$ cat config.mk
export PLATFORM = sky130hd
export DESIGN_NAME = abr_formatter
export DESIGN_NICKNAME = d
export VERILOG_FILES = /design/src/abr_formatter.v
export VERILOG_INCLUDE_DIRS = /design/src
export SDC_FILE = /design/constraint.sdc
export NUM_CORES = 2
export LEC_CHECK = 0
export BUFFER_PORTS_ARGS = -buffer_cell sky130_fd_sc_hd__buf_4
export CAP_MARGIN = 0
export CELL_PAD_IN_SITES_DETAIL_PLACEMENT = 1
export CELL_PAD_IN_SITES_GLOBAL_PLACEMENT = 1
export CORE_MARGIN = 8
export CORE_UTILIZATION = 59
export DETAILED_ROUTE_END_ITERATION = 6
export PLACE_DENSITY = 0.83
export SLEW_MARGIN = 10
export SYNTH_ARGS = -nofsm -noshare
export SYNTH_HDL_FRONTEND = slang
export SYNTH_SLANG_ARGS = --single-unit
$ cat constraint.sdc
create_clock -name ref_clk -period 15.7 [get_ports ref_clk]
set_clock_uncertainty 0.1 [all_clocks]
set_input_delay 0.785 -clock ref_clk [delete_from_list [all_inputs] [get_ports ref_clk]]
set_output_delay 0.785 -clock ref_clk [all_outputs]
set_load 0.005 [all_outputs]
$ cat src/abr_defs.vh
// constants for the asynchronous block receive formatter
// Notes on behaviour
// - status token is first stored quadlet
// - token carries stored length in quadlets
// - self-id flag set for self-id packets
// - phy flag set for phy packets
// - token holds five-bit acknowledge result
// - token reports number of pad bytes
// - speed code 00/01/10, 11 unused
// - destination id: bus ten, node six bits
// - transaction label stored unchanged
// - retry code stored as received
// - transaction code stored as received
// - source id in sixteen-bit field
// - 48-bit offset over two quadlets
// - lock response code in offset top bits
// - no payload for block read req, write resp
// - data length meaning per transaction type
// - data length stored as given, even with no payload
// - extended code shares quadlet with length
// - first payload byte in byte zero
// - final quadlet zero padded
// - ack 0_0001 complete, 0_0010 pending
`ifndef ABR_DEFS_VH
`define ABR_DEFS_VH
`define ABR_REG_CTRL      4'h0
`define ABR_REG_STATUS    4'h4
`define ABR_REG_RDDATA    4'h8
`define ABR_REG_COUNT     4'hC
`define ABR_CTRL_EN_BIT   0
`define ABR_CTRL_FLUSH_BIT 1
`define ABR_CTRL_RESET    2'h1
`define ABR_BUF_DEPTH     64
`define ABR_BUF_AW        6
`define ABR_TOK_SIZE_LSB  16
`define ABR_TOK_S_BIT     15
`define ABR_TOK_P_BIT     14
`define ABR_TOK_ACK_LSB   8
`define ABR_TOK_PAD_LSB   6
`define ABR_TOK_SPD_LSB   4
`define ABR_ACK_COMPLETE  5'h01
`define ABR_ACK_PENDING   5'h02
`define ABR_SPD_S100      2'h0
`define ABR_SPD_S200      2'h1
`define ABR_SPD_S400      2'h2
`define ABR_TC_WR_RESP    4'h2
`define ABR_TC_BLK_RDREQ  4'h5
`define ABR_TC_LOCK_RESP  4'hB
`define ABR_HDR_QUADS     4
`endif

$ cat src/abr_formatter.v
// receive formatter: bus-side packet in, token plus quadlets into buffer, axi-lite host side
`timescale 1ns/1ns
`include "abr_defs.vh"
module abr_formatter (
	input  wire        ref_clk,
	input  wire        reset_n,
	input  wire        clkEn,
	// link side: packet header fields given at start, then payload bytes
	input  wire        pktStart,
	input  wire [15:0] pktDestId,
	input  wire [5:0]  pktLabel,
	input  wire [1:0]  pktRetry,
	input  wire [3:0]  pktTcode,
	input  wire [3:0]  pktPriority,
	input  wire [15:0] pktSrcId,
	input  wire [15:0] pktOffsetHigh,
	input  wire [31:0] pktOffsetLow,
	input  wire [15:0] pktDataLength,
	input  wire [15:0] pktExtTcode,
	input  wire        pktSelfId,
	input  wire        pktPhy,
	input  wire [1:0]  pktSpeed,
	input  wire        byteValid,
	input  wire [7:0]  byteData,
	input  wire        pktEnd,
	input  wire [4:0]  ackResult,
	output wire        linkReady,
	output reg         pktDropped_ff,
	// axi4-lite slave
	input  wire [3:0]  s_axi_awaddr,
	input  wire        s_axi_awvalid,
	output wire        s_axi_awready,
	input  wire [31:0] s_axi_wdata,
	input  wire [3:0]  s_axi_wstrb,
	input  wire        s_axi_wvalid,
	output wire        s_axi_wready,
	output reg  [1:0]  s_axi_bresp,
	output reg         s_axi_bvalid,
	input  wire        s_axi_bready,
	input  wire [3:0]  s_axi_araddr,
	input  wire        s_axi_arvalid,
	output wire        s_axi_arready,
	output reg  [31:0] s_axi_rdata,
	output reg  [1:0]  s_axi_rresp,
	output reg         s_axi_rvalid,
	input  wire        s_axi_rready
);

////////////////////////////////////////////////////////////////////////////////
// overview
// the link side hands over one packet at a time: the header fields as levels
// with a start pulse, then the payload one byte per cycle, then an end pulse
// that carries the acknowledge result.
// the buffer is a plain ring of quadlets. a packet owns a run of words that
// starts with one reserved slot for its status token, then four header
// quadlets, then the packed payload. the token is written last, so that it
// already carries the final quadlet count and pad count, and only then the
// commit pointer moves past the packet.
// the host pops committed quadlets one at a time through the data register.
// words of a packet still being written are counted as pending, not as used,
// so the host never sees a half-stored packet.
// limitations a user must know:
// - a start pulse outside idle is ignored; the link must wait for the
//   previous packet to commit.
// - a packet is refused whole at its start unless the header, the token and
//   one more word fit; once past that point the link is only throttled, never cut, so a
//   payload larger than the free room stalls until the host reads.
// - the data length word is stored as the link gives it; it is not checked
//   against the bytes that really arrive.
// - a flush drops every committed word; a packet in flight survives it unless the flush lands in its commit cycle.
// - while the clock enable is low every ready output is held low as well,
//   so no byte, address, write data or read address is taken during a freeze and nothing is lost.
// register map, one aligned word each:
// - 0x0 control: bit 0 enable, bit 1 flush (self-clearing)
// - 0x4 status: committed words and framing state, read only
// - 0x8 data: pops one committed quadlet, zero when empty
// - 0xC packet count: packets committed since reset
// any other offset answers with a slave error.

////////////////////////////////////////////////////////////////////////////////
// state codes
localparam ST_IDLE = 3'h0;
localparam ST_HDR  = 3'h1;
localparam ST_DATA = 3'h2;
localparam ST_ACK  = 3'h3;
localparam ST_TOK  = 3'h4;

reg  [31:0]               bufMem [0:`ABR_BUF_DEPTH-1];
reg  [2:0]                state_ff;
reg  [`ABR_BUF_AW-1:0]    wrPtr_ff;
reg  [`ABR_BUF_AW-1:0]    commitPtr_ff;
reg  [`ABR_BUF_AW-1:0]    rdPtr_ff;
reg  [`ABR_BUF_AW-1:0]    pktBase_ff;
reg  [`ABR_BUF_AW:0]      usedWords_ff;
reg  [`ABR_BUF_AW:0]      pendWords_ff;
reg  [2:0]                hdrIdx_ff;
reg  [31:0]               hdrQ_ff [0:3];
reg  [31:0]               assemble_ff;
reg  [1:0]                bytePos_ff;
reg  [15:0]               byteCnt_ff;
reg  [7:0]                quadCnt_ff;
reg                       selfId_ff;
reg                       phy_ff;
reg  [1:0]                speed_ff;
reg  [4:0]                ack_ff;
reg                       noPayload_ff;
reg  [1:0]                ctrl_ff;
reg  [31:0]               pktCount_ff;
reg                       awHeld_ff;
reg                       wHeld_ff;
reg  [3:0]                awAddr_ff;
reg  [31:0]               wData_ff;

reg  [`ABR_BUF_AW:0]      nxt_usedWords;

wire enable    = ctrl_ff[`ABR_CTRL_EN_BIT];
// free room reckoned wide, then cut: depth itself needs the extra bit
wire [31:0] freeFull = `ABR_BUF_DEPTH - usedWords_ff - pendWords_ff;
wire [`ABR_BUF_AW:0] freeWords = freeFull[`ABR_BUF_AW:0];
wire bufEmpty  = (usedWords_ff == {(`ABR_BUF_AW+1){1'b0}});
// pad is what tops the byte count up to a whole quadlet
wire [1:0] padBytes = 2'h0 - byteCnt_ff[1:0];

// status token fields, most significant first; reserved lanes tied low
wire [7:0]  tokQuads  = quadCnt_ff;
wire [4:0]  tokAck    = ack_ff;
wire [31:0] tokWord   = {8'h00,
	tokQuads,
	selfId_ff,
	phy_ff,
	1'b0,
	tokAck,
	padBytes,
	speed_ff,
	4'h0};

// link may only stream bytes while data phase has room for one quadlet;
// gated by the clock enable so that a frozen block takes no byte
assign linkReady = (state_ff == ST_DATA) && (freeWords > 0) && clkEn;

////////////////////////////////////////////////////////////////////////////////
// packet framing: reserve token slot, write header, pack payload, then token
always @(posedge ref_clk or negedge reset_n) begin
	if (!reset_n) begin
		state_ff      <= ST_IDLE;
		wrPtr_ff      <= {`ABR_BUF_AW{1'b0}};
		commitPtr_ff  <= {`ABR_BUF_AW{1'b0}};
		pktBase_ff    <= {`ABR_BUF_AW{1'b0}};
		pendWords_ff  <= {(`ABR_BUF_AW+1){1'b0}};
		hdrIdx_ff     <= 3'h0;
		assemble_ff   <= 32'h0000_0000;
		bytePos_ff    <= 2'h0;
		byteCnt_ff    <= 16'h0000;
		quadCnt_ff    <= 8'h00;
		selfId_ff     <= 1'b0;
		phy_ff        <= 1'b0;
		speed_ff      <= 2'h0;
		ack_ff        <= 5'h00;
		noPayload_ff  <= 1'b0;
		pktDropped_ff <= 1'b0;
		pktCount_ff   <= 32'h0000_0000;
		hdrQ_ff[0]    <= 32'h0000_0000;
		hdrQ_ff[1]    <= 32'h0000_0000;
		hdrQ_ff[2]    <= 32'h0000_0000;
		hdrQ_ff[3]    <= 32'h0000_0000;
	end else if (clkEn) begin
		pktDropped_ff <= 1'b0;
		case (state_ff)
		ST_IDLE: begin
			if (pktStart && enable) begin
				// a full packet header plus token plus one more word must fit, else drop it whole
				if (freeWords < `ABR_HDR_QUADS + 2) begin
					pktDropped_ff <= 1'b1;
				end else begin
					pktBase_ff   <= wrPtr_ff;
					wrPtr_ff     <= wrPtr_ff + 1'b1;
					pendWords_ff <= {{`ABR_BUF_AW{1'b0}}, 1'b1};
					hdrQ_ff[0]   <= {pktDestId, pktLabel, pktRetry,
						pktTcode, pktPriority};
					// lock response code rides in the offset top nibble unchanged
					hdrQ_ff[1]   <= {pktSrcId, pktOffsetHigh};
					hdrQ_ff[2]   <= pktOffsetLow;
					hdrQ_ff[3]   <= {pktDataLength, pktExtTcode};
					noPayload_ff <= (pktTcode == `ABR_TC_BLK_RDREQ) ||
						(pktTcode == `ABR_TC_WR_RESP);
					selfId_ff    <= pktSelfId;
					phy_ff       <= pktPhy;
					speed_ff     <= pktSpeed;
					hdrIdx_ff    <= 3'h0;
					quadCnt_ff   <= 8'h01;
					byteCnt_ff   <= 16'h0000;
					bytePos_ff   <= 2'h0;
					assemble_ff  <= 32'h0000_0000;
					state_ff     <= ST_HDR;
				end
			end
		end
		ST_HDR: begin
			bufMem[wrPtr_ff] <= hdrQ_ff[hdrIdx_ff[1:0]];
			wrPtr_ff     <= wrPtr_ff + 1'b1;
			pendWords_ff <= pendWords_ff + 1'b1;
			quadCnt_ff   <= quadCnt_ff + 1'b1;
			hdrIdx_ff    <= hdrIdx_ff + 1'b1;
			if (hdrIdx_ff == 3'h3)
				state_ff <= ST_DATA;
		end
		ST_DATA: begin
			if (byteValid && linkReady && !noPayload_ff) begin
				byteCnt_ff <= byteCnt_ff + 1'b1;
				bytePos_ff <= bytePos_ff + 1'b1;
				// byte 0 sits in the top lane, big-endian like the header
				if (bytePos_ff == 2'h3) begin
					bufMem[wrPtr_ff] <= {assemble_ff[31:8], byteData};
					wrPtr_ff     <= wrPtr_ff + 1'b1;
					pendWords_ff <= pendWords_ff + 1'b1;
					quadCnt_ff   <= quadCnt_ff + 1'b1;
					assemble_ff  <= 32'h0000_0000;
				end else begin
					assemble_ff[8*(3-bytePos_ff) +: 8] <= byteData;
				end
			end else if (pktEnd) begin
				// partial quadlet left: already zero in unused lanes
				if (bytePos_ff != 2'h0) begin
					bufMem[wrPtr_ff] <= assemble_ff;
					wrPtr_ff     <= wrPtr_ff + 1'b1;
					pendWords_ff <= pendWords_ff + 1'b1;
					quadCnt_ff   <= quadCnt_ff + 1'b1;
				end
				ack_ff   <= ackResult;
				state_ff <= ST_TOK;
			end
		end
		ST_TOK: begin
			// token written last into the reserved slot so it sees final counts
			bufMem[pktBase_ff] <= tokWord;
			commitPtr_ff <= wrPtr_ff;
			pendWords_ff <= {(`ABR_BUF_AW+1){1'b0}};
			pktCount_ff  <= pktCount_ff + 1'b1;
			state_ff     <= ST_IDLE;
		end
		default: state_ff <= ST_IDLE;
		endcase
	end
end

////////////////////////////////////////////////////////////////////////////////
// axi4-lite write path: address and data taken in either order
wire wrFire = awHeld_ff && wHeld_ff && !s_axi_bvalid;
// readies drop during a freeze: a transfer taken then would be lost
assign s_axi_awready = !awHeld_ff && clkEn;
assign s_axi_wready  = !wHeld_ff && clkEn;

always @(posedge ref_clk or negedge reset_n) begin
	if (!reset_n) begin
		awHeld_ff    <= 1'b0;
		wHeld_ff     <= 1'b0;
		awAddr_ff    <= 4'h0;
		wData_ff     <= 32'h0000_0000;
		s_axi_bvalid <= 1'b0;
		s_axi_bresp  <= 2'h0;
		ctrl_ff      <= `ABR_CTRL_RESET;
	end else if (clkEn) begin
		if (s_axi_awvalid && !awHeld_ff) begin
			awHeld_ff <= 1'b1;
			awAddr_ff <= s_axi_awaddr;
		end
		if (s_axi_wvalid && !wHeld_ff) begin
			wHeld_ff <= 1'b1;
			wData_ff <= s_axi_wstrb[0] ? s_axi_wdata : 32'h0000_0000;
		end
		if (wrFire) begin
			awHeld_ff    <= 1'b0;
			wHeld_ff     <= 1'b0;
			s_axi_bvalid <= 1'b1;
			if (awAddr_ff == `ABR_REG_CTRL) begin
				ctrl_ff     <= wData_ff[1:0] & 2'h1;  // flush self-clears
				s_axi_bresp <= 2'h0;
			end else begin
				s_axi_bresp <= 2'h2;
			end
		end else if (s_axi_bvalid && s_axi_bready) begin
			s_axi_bvalid <= 1'b0;
		end
	end
end

////////////////////////////////////////////////////////////////////////////////
// axi4-lite read path: reading the data register pops one committed quadlet
wire rdFire = s_axi_arvalid && !s_axi_rvalid;
assign s_axi_arready = !s_axi_rvalid && clkEn;
wire popWord = rdFire && (s_axi_araddr == `ABR_REG_RDDATA) && !bufEmpty;
wire flushReq = wrFire && (awAddr_ff == `ABR_REG_CTRL) && wData_ff[`ABR_CTRL_FLUSH_BIT];

always @(posedge ref_clk or negedge reset_n) begin
	if (!reset_n) begin
		s_axi_rvalid <= 1'b0;
		s_axi_rdata  <= 32'h0000_0000;
		s_axi_rresp  <= 2'h0;
		rdPtr_ff     <= {`ABR_BUF_AW{1'b0}};
	end else if (clkEn) begin
		if (rdFire) begin
			s_axi_rvalid <= 1'b1;
			s_axi_rresp  <= 2'h0;
			case (s_axi_araddr)
			`ABR_REG_CTRL:   s_axi_rdata <= {30'h0, ctrl_ff};
			`ABR_REG_STATUS: s_axi_rdata <= {16'h0, 5'h0, state_ff,
				1'b0, usedWords_ff};
			`ABR_REG_RDDATA: s_axi_rdata <= bufEmpty ? 32'h0000_0000 : bufMem[rdPtr_ff];
			`ABR_REG_COUNT:  s_axi_rdata <= pktCount_ff;
			default: begin
				s_axi_rdata <= 32'h0000_0000;
				s_axi_rresp <= 2'h2;
			end
			endcase
		end else if (s_axi_rvalid && s_axi_rready) begin
			s_axi_rvalid <= 1'b0;
		end
		// a flush in the commit cycle must skip the packet dropped with it,
		// or the read pointer would lag the next packet's token slot
		if (flushReq)
			rdPtr_ff <= (state_ff == ST_TOK) ? wrPtr_ff : commitPtr_ff;
		else if (popWord)
			rdPtr_ff <= rdPtr_ff + 1'b1;
	end
end

////////////////////////////////////////////////////////////////////////////////
// next committed count: flush wins, a commit folds in a same-cycle pop
always @* begin
	nxt_usedWords = usedWords_ff;
	if (flushReq) begin
		nxt_usedWords = {(`ABR_BUF_AW+1){1'b0}};
	end else if (state_ff == ST_TOK) begin
		nxt_usedWords = usedWords_ff + pendWords_ff -
			{{`ABR_BUF_AW{1'b0}}, popWord};
	end else if (popWord) begin
		nxt_usedWords = usedWords_ff - {{`ABR_BUF_AW{1'b0}}, 1'b1};
	end
end

// committed word count: grows on token commit, shrinks on host pop
always @(posedge ref_clk or negedge reset_n) begin
	if (!reset_n) begin
		usedWords_ff <= {(`ABR_BUF_AW+1){1'b0}};
	end else if (clkEn) begin
		usedWords_ff <= nxt_usedWords;
	end
end

endmodule

* Word-level counts from Yosys, hierarchy flattened
Memory sizes are Yosys's and may differ from the RTL's. Cells that the tools add are included.
Word-level totals: register bits after elaboration 320, memories 1, output and inout port bits 43, logic and storage cells 236, memory bits (writable) 2048
Cells by class: add/sub/neg operators 16, equal/unequal tests 19, $lt $le $gt $ge 3, shift-type cells 2, bitwise gates (word level) 5, multiplexer cells 91, reductions and logical operators 66
Memories:
- bufMem | depth 64, bits a word 32, read ports 1, clocked after Yosys merged registers in 0, write ports 1, RTL line abr_formatter.v:88 | reg [31:0] bufMem [0:`ABR_BUF_DEPTH-1];
Operator list (number):
- 32-bit 2-to-1 mux | 10
- 32-bit one-hot mux with 4 select lines | 1
- 32-bit binary-select mux with 2-bit select | 1
- 32-bit one-hot mux with 2 select lines | 1
- 7-bit 2-to-1 mux | 9
- 6-bit 2-to-1 mux | 10
- 16-bit 2-to-1 mux | 3
- 8-bit 2-to-1 mux | 6
- 32-bit negator with 34-bit output | 1
- 8-bit by 34-bit variable shift with 32-bit output (first input constant) | 1
- 8-bit by 34-bit indexed part select with 32-bit output | 1
- 32-bit by 1-bit adder with 32-bit output (second input constant) | 1
- 32-bit bitwise mux | 1
- 16-bit one-hot mux with 2 select lines | 1
- 32-bit OR reduction | 1
- 1-bit 2-to-1 mux | 29
- 7-bit one-hot mux with 4 select lines | 1
- 8-bit one-hot mux with 3 select lines | 1
- 1-bit logical AND | 23
- 2-bit AND reduction | 11
- 3-bit 2-to-1 mux | 7
- 6-bit one-hot mux with 3 select lines | 1
- 16-bit by 1-bit adder with 16-bit output (second input constant) | 1
- 2-bit nonzero test | 8
- other kinds (46) | 72

* Depth between registers and ports, before layout
depth after elaboration 15, gate-level depth with buffers 19, gate-level depth less buffers 19

* Worst setup path before layout
Ideal clock, no wire load.
path type reg2reg, start point reg usedWords_ff[1], end point mem bufMem[10][0] (enable), stages on the path, launching flop included 16, slack 9833 ps, setup time 461 ps, arrival 5306 ps, required time 15139 ps, path through dfrtp_1 -> inv_1 -> ha_1 -> inv_1 -> ha_1 -> inv_1 -> fa_1 -> nand2b_1 -> a21oi_1 -> xor2_1 -> nor4b_4 -> a21oi_2 -> nor4b_4 -> a21oi_2 -> buf_2 -> nor3_1
Between the ends: cells in the longest elaborated chain, start to end 15
Ends and longest elaborated chain:
- start, declared | RTL line abr_formatter.v:94 | reg [`ABR_BUF_AW:0] usedWords_ff;
- start signal, assigned | RTL line abr_formatter.v:344 | usedWords_ff <= {(`ABR_BUF_AW+1){1'b0}};
- start signal, assigned | RTL line abr_formatter.v:346 | usedWords_ff <= nxt_usedWords;
- 7-bit subtractor (no source line) * (2 in a row)
- 7-bit by 1-bit > comparator with 1-bit output * | RTL line abr_formatter.v:139 | assign linkReady = (state_ff == ST_DATA) && (freeWords > 0) && clkEn;
- 1-bit logical AND * (2 in a row) | RTL line abr_formatter.v:139
- 1-bit logical AND * (2 in a row) | RTL line abr_formatter.v:208 | if (byteValid && linkReady && !noPayload_ff) begin
- 1-bit 2-to-1 mux | RTL line abr_formatter.v:208
- 1-bit 2-to-1 mux | RTL line abr_formatter.v:168 | case (state_ff)
- 1-bit 2-to-1 mux | RTL line abr_formatter.v:166 | end else if (clkEn) begin
- 1-bit logical AND (implied by the code) | RTL line abr_formatter.v:213 | bufMem[wrPtr_ff] <= {assemble_ff[31:8], byteData};
- 1-bit 2-to-1 mux (implied by the code) | RTL line abr_formatter.v:213
- 1-bit bitwise OR (no source line)
- 1-bit bitwise OR (no source line) *
- 1-bit 2-to-1 mux (no source line) *
- end, declared | RTL line abr_formatter.v:88
Mark *: on every way between the ends. The rest lies on a longest branch, timed or not.

* Worst setup path after layout
start point reg usedWords_ff[1], end point mem bufMem[45][3] (enable)
The elaborated chain is that of the path after synthesis.

==> metrics.md <==
| Metric | Value |
|---|---|
| Cell mode on critical path | inv_1 |
| Port bufs | a little over 200 |
| Register bit total from synthesis | 2352 |
| Clock transition at path regs | 0.07 ns |
| Fillcell total | 12540 |
| DP Wirelength | 151.4 mm |
| Kind of critical path | flop to flop |
| Grt met1 use | 43.17% |
| Setup slack, reg-to-reg | 9.05 ns |
| Synthesized area | 93300 um2 |
| Clock insertion delay at the later pin of the skew report | around 0.86 ns |
| DIE WIDTH | 413.7 um |
| Reg-to-Reg Start | usedWords_ff[1] |
| CTS Root Cell | clkbuf_16 |
| Core Footprint | 157600 um2 |
| Synthesized area per cell | approximately 20 um2 |
| Leakage | 0.03583 uW |
| CP peak stage delay | 1.08 ns |
| Longest Clk Path Bufs | 3 |
| Synth Instances | between 4000 and 5000 |
| DRT iter0 DRCs | 7264 |
| Top Ports | 243 |
| Global route total overflow | 0 |
| Layout area overhead | 14.32% |
| CP arrival | 7.02 ns |
| Async SR Flop Fraction | 12.93% |
| Setup WS post-layout | 9.051 ns |
| Number of global-route vias before repair | 55330 |
| Final hold violations | 0 |
| Synth area leader | edfxtp_1 |
| Die Height | between 400 and 500 um |
| Cell variety after synth | between 70 and 80 |
| Row count | 146 |
| GR peak layer | met2 |
| Synth area leaders | edfxtp_1, mux4_2, dfrtp_1, nand2_1, mux2i_1 |
| Most frequent cells after synthesis | edfxtp_1, mux4_2, nand2_1, dfrtp_1, clkbuf_1 |
| # resized after CTS | 0 |
| Setup crit start kind | flop |
| Class of the worst hold path | primary input to flop |
| Detailed-router iteration count before antenna repair | 5 |
| Global-route wire length before repair | 410.8 mm |
| Critical Path Sink | bufMem[45][3] |
| Layout cell share with drive strength beyond 1 | 29.61% |
| Max cap viols | 0 |
| R2r endpoint | bufMem[45][3] |
| RSZ-0062 raised after global routing | false |
| Initial antenna violation count | 25 |
| Setup tns final | 0 ns |
| Hold buffer count at CTS | 56 |
| GR Layer Usage met2 | 56.08% |
| Post-route DRC | 0 |
| Worst path cell trace | inv_1, ha_1, inv_1, ha_1, inv_1, fa_1, nand2b_1, a21oi_1, xor2_1, nor4b_4, a211oi_2, a32o_1, a21oi_4, buf_4, nor3_2, buf_4 |
| CTS buffer count | 221 |
| GRT Util Overall | 34.17% |
| Routability cong. | 0.8381 |
| Max_slew headroom | 8.531% |
| Status | finished, final reports clean |
| CP max-delay cell | nor3_2 |
| Avg WL per Cell | 39.61 um |
| DR vias | a little over 50000 |
| CP Launch Point | usedWords_ff[1] |
| Maximum VDD drop | about 0.14 mV |
| Worst-margin pin slew | 1.363 ns |
| Antenna Nets Post-Route | 0 |
| YS warnings | 0 |
| Max Slew Vio Count | 0 |
| Detailed Route WL | 291.3 mm |
| Largest net degree at the start of global routing | 148 |
| Overall power | a little under 20000 uW |
| Final #Nets | 5311 |
| Power Density | 182.7 nW/um2 |
| Post-synthesis sequential area ratio | between 70% and 80% |
| Initial Utilization | approximately three fifths |
| Setup WS pre-CTS | 9.234 ns |
| Synth top area share | 65.91% |
| Post-synth EDFFs | 2048 |
| Prevailing post-synth register cell | edfxtp_1 |
| Final setup vio count | 0 |
| Worst Path Required | 16.07 ns |
| Die area | 171100 um2 |
| Worst setup EP type | flop |
| CTS tree | done |
| Fin crit period | 6.649 ns |
| Number of levels in the clock H-tree | 4 |
| Max Fanout on Critical Path | 50 |
| GR Layer Usage met3 | under 10% |
| Vias per cell | between 7 and 8 |
| Reg2Reg Depth | 16 |
| FMAX | 150.4 MHz |
| Count leader, synth | edfxtp_1 |
| Fin crit share | 42.35% |
| CTS Sinks | 2352 |
| Postcts setup bufs | 0 |
## routing by layer
layer	wire length (um)	vias to the layer above
li1	-	19710
met1	97310	27040
met2	143200	4079
met3	33960	913
met4	16700	20
met5	135	-
## worst min path at each step
stage                      from  slack, ns      endpoint  cells past startpoint
3_3_place_gp        hdrQ_ff[41]       0.35   hdrQ_ff[41]                      2
4_1_cts        pktOffsetLow[31]     0.0002   hdrQ_ff[63]                      3
6_report       pktOffsetHigh[7]       0.03   hdrQ_ff[71]                      3
5_1_grt        pktOffsetLow[12]       0.02   hdrQ_ff[44]                      3
3_5_place_dp        hdrQ_ff[27]       0.36   hdrQ_ff[27]                      2
2_1_floorplan      noPayload_ff       0.34  noPayload_ff                      2
## registers in the layout, indices dropped and copies added, names as in the netlist, 4 cells and up
signal / cells
assemble_ff: 32
pktCount_ff: 32
hdrQ_ff: 128
pktBase_ff: 6
usedWords_ff: 7
ack_ff: 5
s_axi_rdata: 32
wrPtr_ff: 6
awAddr_ff: 4
commitPtr_ff: 6
bufMem: 2048
quadCnt_ff: 8
pendWords_ff: 7
rdPtr_ff: 6
## through the flow
step	utilization [%]	hold WS, ns	instances	cell area [um2]
finish	67.66	0.02782	7353	106700
global route	67.64	0.02066	7343	106600
CTS	67.60	0.0001822	7341	106600
detailed placement	62.29	0.3581	6868	98210
global placement	62.29	0.3538	6868	98210
floorplan	-	0.3398	4700	93310
## placed cells by master, fill, tap and decap left out, types with 8 or more instances in the layout
master            n
a21oi_1          48
a21oi_4          15
a221o_2           9
a22oi_1          19
a31oi_1          12
and2_1           16
and3_1           13
buf_4           353
bufinv_16        44
clkbuf_1         27
clkbuf_16       223
clkinv_1         39
clkinv_2         46
clkinvlp_4       17
dfrtp_1         296
diode_2          12
dlygate4sd3_1    56
edfxtp_1       2048
ha_1             34
inv_1            63
mux2_2           34
mux2i_1          58
mux4_2          685
nand2_1         588
nand2b_1          8
nand3_1          60
nand4_1          12
nor2_1           66
nor2b_1          11
nor3_1           28
nor3_2           65
o21a_1            8
o21ai_0          57
xnor2_1          33
xor2_1           11
## cells by family after synthesis
group | after synthesis | share of synthesized area, %
compound gates | 245 | 1.718
simple gates | 911 | 4.236
fa+ha+maj | 40 | 0.5418
flops | 2352 | 74.07
xor+xnor | 45 | 0.4305
buf+inv | 327 | 1.424
other cells | 1 | 0.004019
mux | 778 | 17.58
## final cells by class
cell class / instances / area [um2] / area share (%)
clock buffers: 254 / 5737 / 5.378
flip-flops and latches: 2352 / 69130 / 64.81
multi-input cells: 2021 / 23530 / 22.06
clock inverters: 163 / 2062 / 1.933
inverters: 63 / 236.5 / 0.2217
well taps: 2072 / 2592 / 2.430
diodes: 12 / 30.03 / 0.02815
repair buffers: 416 / 3346 / 3.137
## critical path, delay by kind of cell, from the launching register on
family	cells	cell delay (ns)
buffers and inverters	5	1.52
AOI/OAI and AO/OA	4	1.48
and+or+nand+nor	3	1.38
adders and majority gates	3	1.00
DFF	1	0.41
xor gates and xnor gates	1	0.30
## where the power goes
part / switching [uW] / internal (uW) / total (uW) / leakage [uW]
Clock: 2510 / 3360 / 5870 / 0.00379
Sequential: 270 / 8140 / 8410 / 0.0228
Combinational: 3310 / 1900 / 5210 / 0.00924
Total: 6090 / 13400 / 19500 / 0.0358
No activity file was read; power rests on OpenSTA's default activity.
